===== src/rtl/mbrc_pkg.sv =====
// Purpose: Shared constants and types for the brake release control
// Assumes: APB slave with 32-bit data, one register per aligned word
// Notes: Frequency and torque values are unsigned drive-scaled words
package mbrc_pkg;

   localparam int unsigned DATA_W = 16;
   localparam int unsigned ADDR_W = 8;

   // Register byte offsets
   localparam logic [7:0] OFS_CTRL = 8'h00;
   localparam logic [7:0] OFS_SELECT = 8'h04;
   localparam logic [7:0] OFS_FLIM_ONE = 8'h08;
   localparam logic [7:0] OFS_FLIM_TWO = 8'h0C;
   localparam logic [7:0] OFS_TLIM = 8'h10;
   localparam logic [7:0] OFS_ON_DELAY = 8'h14;
   localparam logic [7:0] OFS_STATUS = 8'h18;

   // Field positions
   localparam int unsigned CTRL_TORQUE_EN_BIT = 0;
   localparam int unsigned SEL_ONE_LSB = 0;
   localparam int unsigned SEL_TWO_LSB = 4;
   localparam int unsigned STAT_STATE_LSB = 0;
   localparam int unsigned STAT_RELEASE_BIT = 2;
   localparam int unsigned STAT_COUNT_LSB = 16;

   // Selector codes
   localparam logic [2:0] SEL_SPLIT = 3'h3;
   localparam logic [2:0] SEL_SHARED = 3'h4;

   // Reset values
   localparam logic [15:0] RST_LIMIT = 16'h0000;
   localparam logic [15:0] RST_ON_DELAY = 16'h0064;
   localparam logic [2:0] RST_SEL = 3'h0;

   // Delay counting unit: one millisecond
   localparam int unsigned CLK_HZ = 125000000;
   localparam int unsigned TICK_US = 1000;
   localparam int unsigned TICK_CYCLES = (CLK_HZ / 1000000) * TICK_US;

   typedef enum logic [1:0] {
      MBRC_CLOSED = 2'b00,
      MBRC_RELEASED = 2'b01,
      MBRC_STOPPING = 2'b10
   } mbrc_state_t;

   typedef struct packed {
      logic torque_en;
      logic [2:0] sel_one;
      logic [2:0] sel_two;
      logic [15:0] flim_one;
      logic [15:0] flim_two;
      logic [15:0] tlim;
      logic [15:0] on_delay;
   } mbrc_cfg_t;

   typedef struct packed {
      logic run;
      logic stop_cmd;
      logic stopped;
      logic fault;
      logic [15:0] torque;
      logic [15:0] freq;
   } mbrc_drive_t;

endpackage


===== src/rtl/mbrc_tick_div.sv =====
// Purpose: Divides the clock into a one-cycle tick enable
// Assumes: DIV of at least two cycles
// Notes: Restart realigns the tick so a count starts on a full period
`timescale 1ns/1ps
`default_nettype none
module mbrc_tick_div #(
   parameter int unsigned DIV = 125000
) (
   input wire logic clk,         // System clock
   input wire logic reset,       // Synchronous reset, active high
   input wire logic restart,     // Realign the divider
   output logic tick             // One-cycle tick pulse
);
   localparam int unsigned CW = $clog2(DIV);
   logic [CW-1:0] cnt_reg;
   logic [CW-1:0] cnt_next;
   wire last = (cnt_reg == CW'(DIV - 1));

   generate
      if (DIV < 2)
      begin : g_bad
         $error("mbrc_tick_div: DIV must be at least 2");
      end
   endgenerate

   assign cnt_next = (restart || last) ? '0 : cnt_reg + CW'(1);
   assign tick = last && !restart;

   always_ff @(posedge clk)
   begin
      if (reset)
         cnt_reg <= '0;
      else
         cnt_reg <= cnt_next;
   end
endmodule
`default_nettype wire


===== src/rtl/mbrc_top.sv =====
// Purpose: Opens and closes an external brake from drive state and limits
// Assumes: Drive inputs synchronous to CLK; settings written over APB
// Notes: BRAKE_RELEASE high opens the brake; delay unit is one tick
//
// Function
// - Release the brake only while the drive runs and every enabled torque and frequency limit is exceeded.
// - A stop command starts the brake-on delay count and the brake closes once frequency falls below the closing limit.
// - Failing that, the brake closes when the brake-on delay count expires.
// - A fault or the stop state closes the brake at once, without delay.
// - Second selector code 4 makes one shared frequency limit serve release and closing.
// - Both selectors at code 3 give separate release and closing frequency limits.
// - Torque and frequency limits may gate the brake together.
`timescale 1ns/1ps
`default_nettype none
module mbrc_top #(
   parameter int unsigned TICK_DIV = mbrc_pkg::TICK_CYCLES
) (
   input wire logic CLK,                  // 125 MHz system clock
   input wire logic RESET,                // Synchronous reset, active high
   input wire logic PSEL,                 // APB select
   input wire logic PENABLE,              // APB access phase
   input wire logic PWRITE,               // APB write
   input wire logic [7:0] PADDR,          // APB byte address
   input wire logic [31:0] PWDATA,        // APB write data
   output logic [31:0] PRDATA,            // APB read data
   output logic PREADY,                   // APB ready
   output logic PSLVERR,                  // APB error on unmapped address
   input wire logic DRV_RUN,              // Drive in run state
   input wire logic DRV_STOP_CMD,         // Stop command given
   input wire logic DRV_STOPPED,          // Drive in stop state
   input wire logic DRV_FAULT,            // Drive fault active
   input wire logic [15:0] DRV_TORQUE,    // Torque estimate
   input wire logic [15:0] DRV_FREQ,      // Output frequency estimate
   output logic BRAKE_RELEASE             // High opens the brake
);
   generate
      if (TICK_DIV < 2)
      begin : g_bad
         $error("mbrc_top: TICK_DIV must be at least 2");
      end
   endgenerate

   mbrc_pkg::mbrc_cfg_t cfg_reg;
   mbrc_pkg::mbrc_cfg_t cfg_next;
   mbrc_pkg::mbrc_drive_t drv;
   mbrc_pkg::mbrc_state_t state_reg;
   mbrc_pkg::mbrc_state_t state_next;
   logic [15:0] count_reg;
   logic [15:0] count_next;
   logic release_reg;
   logic [31:0] prdata_reg;
   logic [31:0] rdata;
   logic tick;

   assign drv = '{run: DRV_RUN, stop_cmd: DRV_STOP_CMD,
                  stopped: DRV_STOPPED, fault: DRV_FAULT,
                  torque: DRV_TORQUE, freq: DRV_FREQ};

   // APB decode
   wire setup = PSEL && !PENABLE;
   wire wr_en = PSEL && PENABLE && PWRITE;
   wire hit_ctrl = (PADDR == mbrc_pkg::OFS_CTRL);
   wire hit_sel = (PADDR == mbrc_pkg::OFS_SELECT);
   wire hit_fl1 = (PADDR == mbrc_pkg::OFS_FLIM_ONE);
   wire hit_fl2 = (PADDR == mbrc_pkg::OFS_FLIM_TWO);
   wire hit_tl = (PADDR == mbrc_pkg::OFS_TLIM);
   wire hit_dly = (PADDR == mbrc_pkg::OFS_ON_DELAY);
   wire hit_stat = (PADDR == mbrc_pkg::OFS_STATUS);
   wire mapped = hit_ctrl || hit_sel || hit_fl1 || hit_fl2 || hit_tl
                 || hit_dly || hit_stat;

   assign PREADY = 1'b1;
   assign PSLVERR = PSEL && PENABLE && !mapped;
   assign PRDATA = prdata_reg;

   always_comb
   begin
      cfg_next = cfg_reg;
      if (wr_en && hit_ctrl)
         cfg_next.torque_en = PWDATA[mbrc_pkg::CTRL_TORQUE_EN_BIT];
      if (wr_en && hit_sel)
      begin
         cfg_next.sel_one = PWDATA[mbrc_pkg::SEL_ONE_LSB +: 3];
         cfg_next.sel_two = PWDATA[mbrc_pkg::SEL_TWO_LSB +: 3];
      end
      if (wr_en && hit_fl1)
         cfg_next.flim_one = PWDATA[15:0];
      if (wr_en && hit_fl2)
         cfg_next.flim_two = PWDATA[15:0];
      if (wr_en && hit_tl)
         cfg_next.tlim = PWDATA[15:0];
      if (wr_en && hit_dly)
         cfg_next.on_delay = PWDATA[15:0];
   end

   always_comb
   begin
      rdata = 32'h00000000;
      if (hit_ctrl)
         rdata[mbrc_pkg::CTRL_TORQUE_EN_BIT] = cfg_reg.torque_en;
      if (hit_sel)
      begin
         rdata[mbrc_pkg::SEL_ONE_LSB +: 3] = cfg_reg.sel_one;
         rdata[mbrc_pkg::SEL_TWO_LSB +: 3] = cfg_reg.sel_two;
      end
      if (hit_fl1)
         rdata[15:0] = cfg_reg.flim_one;
      if (hit_fl2)
         rdata[15:0] = cfg_reg.flim_two;
      if (hit_tl)
         rdata[15:0] = cfg_reg.tlim;
      if (hit_dly)
         rdata[15:0] = cfg_reg.on_delay;
      if (hit_stat)
      begin
         rdata[mbrc_pkg::STAT_STATE_LSB +: 2] = state_reg;
         rdata[mbrc_pkg::STAT_RELEASE_BIT] = release_reg;
         rdata[mbrc_pkg::STAT_COUNT_LSB +: 16] = count_reg;
      end
   end

   // Limit selection
   // shared limit
   wire shared_lim = (cfg_reg.sel_two == mbrc_pkg::SEL_SHARED);
   wire split_lim = (cfg_reg.sel_one == mbrc_pkg::SEL_SPLIT)
                    && (cfg_reg.sel_two == mbrc_pkg::SEL_SPLIT);
   wire freq_chk = shared_lim || split_lim;
   wire [15:0] rel_lim = shared_lim ? cfg_reg.flim_two : cfg_reg.flim_one;
   wire [15:0] close_lim = cfg_reg.flim_two;

   wire torque_ok = !cfg_reg.torque_en || (drv.torque > cfg_reg.tlim);
   wire freq_rel_ok = !freq_chk || (drv.freq > rel_lim);
   wire freq_below = freq_chk && (drv.freq < close_lim);
   wire release_ok = drv.run && torque_ok && freq_rel_ok;
   wire force_close = drv.fault || drv.stopped;
   wire expired = (count_reg >= cfg_reg.on_delay);
   wire counting = (state_reg == mbrc_pkg::MBRC_STOPPING);

   mbrc_tick_div #(
      .DIV(TICK_DIV)
   ) mbrc_tick_div_i (
      .clk(CLK),
      .reset(RESET),
      .restart(!counting),
      .tick(tick)
   );

   always_comb
   begin
      state_next = state_reg;
      count_next = count_reg;
      case (state_reg)
         mbrc_pkg::MBRC_CLOSED:
         begin
            count_next = 16'h0000;
            if (!force_close && !drv.stop_cmd && release_ok)
               state_next = mbrc_pkg::MBRC_RELEASED;
         end
         mbrc_pkg::MBRC_RELEASED:
         begin
            count_next = 16'h0000;
            if (force_close)
               state_next = mbrc_pkg::MBRC_CLOSED;
            else if (drv.stop_cmd)
               state_next = mbrc_pkg::MBRC_STOPPING;
            else if (!release_ok)
               state_next = mbrc_pkg::MBRC_CLOSED;
         end
         mbrc_pkg::MBRC_STOPPING:
         begin
            if (tick && !expired)
               count_next = count_reg + 16'h0001;
            if (force_close || freq_below || expired)
               state_next = mbrc_pkg::MBRC_CLOSED;
         end
         default:
         begin
            state_next = mbrc_pkg::MBRC_CLOSED;
            count_next = 16'h0000;
         end
      endcase
   end

   assign BRAKE_RELEASE = release_reg;

   always_ff @(posedge CLK)
   begin
      if (RESET)
      begin
         state_reg <= mbrc_pkg::MBRC_CLOSED;
         count_reg <= 16'h0000;
         release_reg <= 1'b0;
      end
      else
      begin
         state_reg <= state_next;
         count_reg <= count_next;
         release_reg <= (state_next != mbrc_pkg::MBRC_CLOSED);
      end
   end

   always_ff @(posedge CLK)
   begin
      if (RESET)
      begin
         cfg_reg.torque_en <= 1'b0;
         cfg_reg.sel_one <= mbrc_pkg::RST_SEL;
         cfg_reg.sel_two <= mbrc_pkg::RST_SEL;
         cfg_reg.flim_one <= mbrc_pkg::RST_LIMIT;
         cfg_reg.flim_two <= mbrc_pkg::RST_LIMIT;
         cfg_reg.tlim <= mbrc_pkg::RST_LIMIT;
         cfg_reg.on_delay <= mbrc_pkg::RST_ON_DELAY;
         prdata_reg <= 32'h00000000;
      end
      else
      begin
         cfg_reg <= cfg_next;
         if (setup && !PWRITE)
            prdata_reg <= rdata;
      end
   end
endmodule
`default_nettype wire


===== config.mk =====
export PLATFORM = sky130hd
export DESIGN_NAME = mbrc_top
export DESIGN_NICKNAME = d
export VERILOG_FILES = /design/src/rtl/mbrc_pkg.sv /design/src/rtl/mbrc_tick_div.sv /design/src/rtl/mbrc_top.sv
export SDC_FILE = /design/constraint.sdc
export NUM_CORES = 1
export LEC_CHECK = 0
export ABC_AREA = 1
export ABC_CLOCK_PERIOD_IN_PS = 6200
export BUFFER_PORTS_ARGS = -buffer_cell sky130_fd_sc_hd__buf_2
export CAP_MARGIN = 25
export CORE_ASPECT_RATIO = 0.8
export CORE_MARGIN = 8
export CORE_UTILIZATION = 28
export CTS_BUF_LIST = sky130_fd_sc_hd__clkbuf_4 sky130_fd_sc_hd__clkbuf_8
export CTS_CLUSTER_DIAMETER = 150
export DETAILED_ROUTE_END_ITERATION = 8
export PLACE_DENSITY = 0.51
export SLEW_MARGIN = 30
export SYNTH_ARGS = -nofsm -noshare
export SYNTH_HDL_FRONTEND = slang
export SYNTH_SLANG_ARGS = --single-unit

===== constraint.sdc =====
create_clock -name CLK -period 6.2 [get_ports CLK]
set_input_delay 0.62 -clock CLK [delete_from_list [all_inputs] [get_ports CLK]]
set_output_delay 0.62 -clock CLK [all_outputs]
set_load 0.005 [all_outputs]

==> results.yml <==
setup_path:
  path_class: "primary input to output pin"
  end_kind: "output pin"
  required_ns: 5.58
  crit_fanout: 13
  critPathLaunchType: "primary input"
  cp.arrival_ns: 1.83
placement:
  portBuffers: 98
  gp_congestion: 0.770
  dpl.hpwl_um: 17200
synth:
  syn-instance-count: 1078
  mappedNetlistNets: 1224
  synth_largest_area_cell: "dfxtp_1"
  async_flop_share_pct: 0
  netlist_top_cells_area: "dfxtp_1 36%, ha_1 10%, nand2_1 9.6%, a21oi_1 9.4%, o21ai_0 5.9%"
  yosys_warnings: 0
  synth_area_um2: 7750
  synth_edf_count: 0
  ys_seq_area_share_pct: 35.9
  synth_top_cell_area_share_pct: 35.9
  synth_ff_type: "dfxtp_1"
  syn_area_per_cell_um2: 7.19
  synth_cell_types: 40
  ys_ff_latch: 139
power:
  seq_power_share_pct: 50.5
  power.share.combinational_pct: 7.4
  internal_power_mw: 1.33
  vdd_drop_max_v: 0.000112
  leakage_nw: 3.61
  clock_power_share_pct: 42.1
  power_density_nw_per_um2: 201
  switching_share_pct: 25.9
  switchingPower_uw: 465
floorplan:
  dieArea_um2: 33300
  core_um2: 27200
  die_h_um: 165
  start_util_pct: 28.5
  rows: 54
  die_width_um: 202
  ios: 116
clock_network:
  cts_resized: 0
  insertion_delay_ns: 0.45
  clock_sinks: 139
  post-cts-setup-buffer-count: 0
  path_clk_slew_ns: 0.08
  root_buffer: "clkbuf_8"
  clock_path_buffers: 2
  h-tree-depth: 4
  cts_hold_buf: 0
  cts_tree: "done"
  cts_buffers: 17
grt:
  grt_overflow: 0
  antenna_found_initial: 4
  grt_max_degree: 83
  track_usage_pct: 13.6
  grt_pass1_vias: 6718
  grt_pass1_wl_um: 36300
layout:
  final_cell_mix: "198 x nand2_1, 145 x a21oi_1, 139 x dfxtp_1, 117 x inv_1, 98 x buf_2"
  fin_util_pct: 32.8
  layout-drive-gt1-share_pct: 15.8
  final_common_cell: "nand2_1"
  largest_reg_flops: 55
  area_growth_pct: 15.2
  nets: 1303
timing:
  hold_viol_final: 0
  drv_slew: 0
  min_period_ns: 2.45
  rsz0062_at_grt: "no"
  max_freq_mhz: 408
  tns_ns: 0
  finalClockSkew_ns: 0.0158
  worst_pin_slew_ns: 0.764
  post-route-period-util_pct: 39.6
  setup_viol: 0
  maxSlewHeadroom_pct: 49.1
drt:
  wl_per_cell_um: 14.5
  remaining_drc_errors: 0
  drt_wl_total_um: 22300
  first_iter_violations: 513
  antenna_left: 0
  vias: 7117
  first_pass_iters: 5
  vias_per_cell: 4.63
worst_hold_path:
  worstHoldPathType: "flop to flop"
job:
  cap_violations: 0
outcome:
  outcome: "completed"
[final cells by class]
| class | count | area, µm² |
|---|---|---|
| clock buffer | 20 | 256 |
| timing repair buffer | 101 | 513 |
| tap | 364 | 455 |
| multi-input combinational | 758 | 4250 |
| fill | 2982 | 18300 |
| antenna | 2 | 5.00 |
| sequential | 139 | 2780 |
| clock inverter | 12 | 140 |
| inverter | 140 | 526 |
[layer usage]
metal  vias to the layer above  wire [µm]  part of all wire (%)  track usage (%)
met4                         6        136                  0.61             2.88
li1                       3749          -                     -                -
met3                        16       1540                   6.9             4.33
met1                      3194      11000                    49             18.4
met2                       152       9630                    43             20.9
met5                         -         40                  0.18                0
[stage by stage]
step	area (µm²)	hold WS, ns	worst slack, ns	cells	power [mW]
2_1_floorplan	7750	0.418	4.08	1078	0.995
3_3_place_gp	8520	0.431	3.36	1502	1.06
3_5_place_dp	8520	0.446	3.34	1502	1.06
4_1_cts	8920	0.457	3.76	1534	1.82
5_1_grt	8920	0.470	3.48	1535	1.88
6_report	8930	0.454	3.75	1536	1.79
[power groups by stage]
stage	clock network [mW]	registers [mW]	logic, mW
finish	0.755	0.906	0.132
global route	0.819	0.908	0.152
CTS	0.777	0.906	0.134
detailed placement	0	0.927	0.133
global placement	0	0.927	0.131
floorplan	0	0.927	0.0686
[critical path, stage by stage]
cell and delay, ns:
buf_2 0.10, inv_2 0.05, nand4_1 0.19, inv_2 0.05, nand2_2 0.18, inv_2 0.18, nor4_1 0.29, buf_2 0.17
[final timing paths]
kind,from,endpoint,slack [ns],cells after the start
setup / recovery,PADDR[3],PSLVERR,3.75,8
setup reg to reg,cfg_reg[65]$_SDFFE_PP0P_,BRAKE_RELEASE$_SDFF_PP0_,3.78,12
hold reg to reg,mbrc_tick_div_i.cnt_reg[0]$_SDFF_PP0_,mbrc_tick_div_i.cnt_reg[0]$_SDFF_PP0_,0.45,1
hold / removal,mbrc_tick_div_i.cnt_reg[0]$_SDFF_PP0_,mbrc_tick_div_i.cnt_reg[0]$_SDFF_PP0_,0.45,1
[kinds of logic (layout without fill, tap and decap cells)]
family / after synthesis / count (layout) / synth area share, %
buf+inv: 181 / 273 / 9.38
xor+xnor: 20 / 20 / 2.26
fa+ha+maj: 65 / 65 / 10.5
simple gates: 362 / 362 / 21.2
flops: 139 / 139 / 35.9
compound gates: 310 / 310 / 20.7
other cells: 1 / 3 / 0.0484
[cells in the mapped netlist, drive strengths merged, types with 2 or more instances]
cell / instances
nor3: 11
a21oi: 146
nor4: 2
buf: 24
inv: 139
nand2: 203
ha: 65
nand4: 15
o21ai: 133
nor2: 82
xnor2: 7
o21bai: 2
o21a: 5
a31oi: 10
clkbuf: 17
o211ai: 2
nand3: 45
dfxtp: 139
o22ai: 11
xor2: 13
No activity file was read; power rests on OpenSTA's default activity.
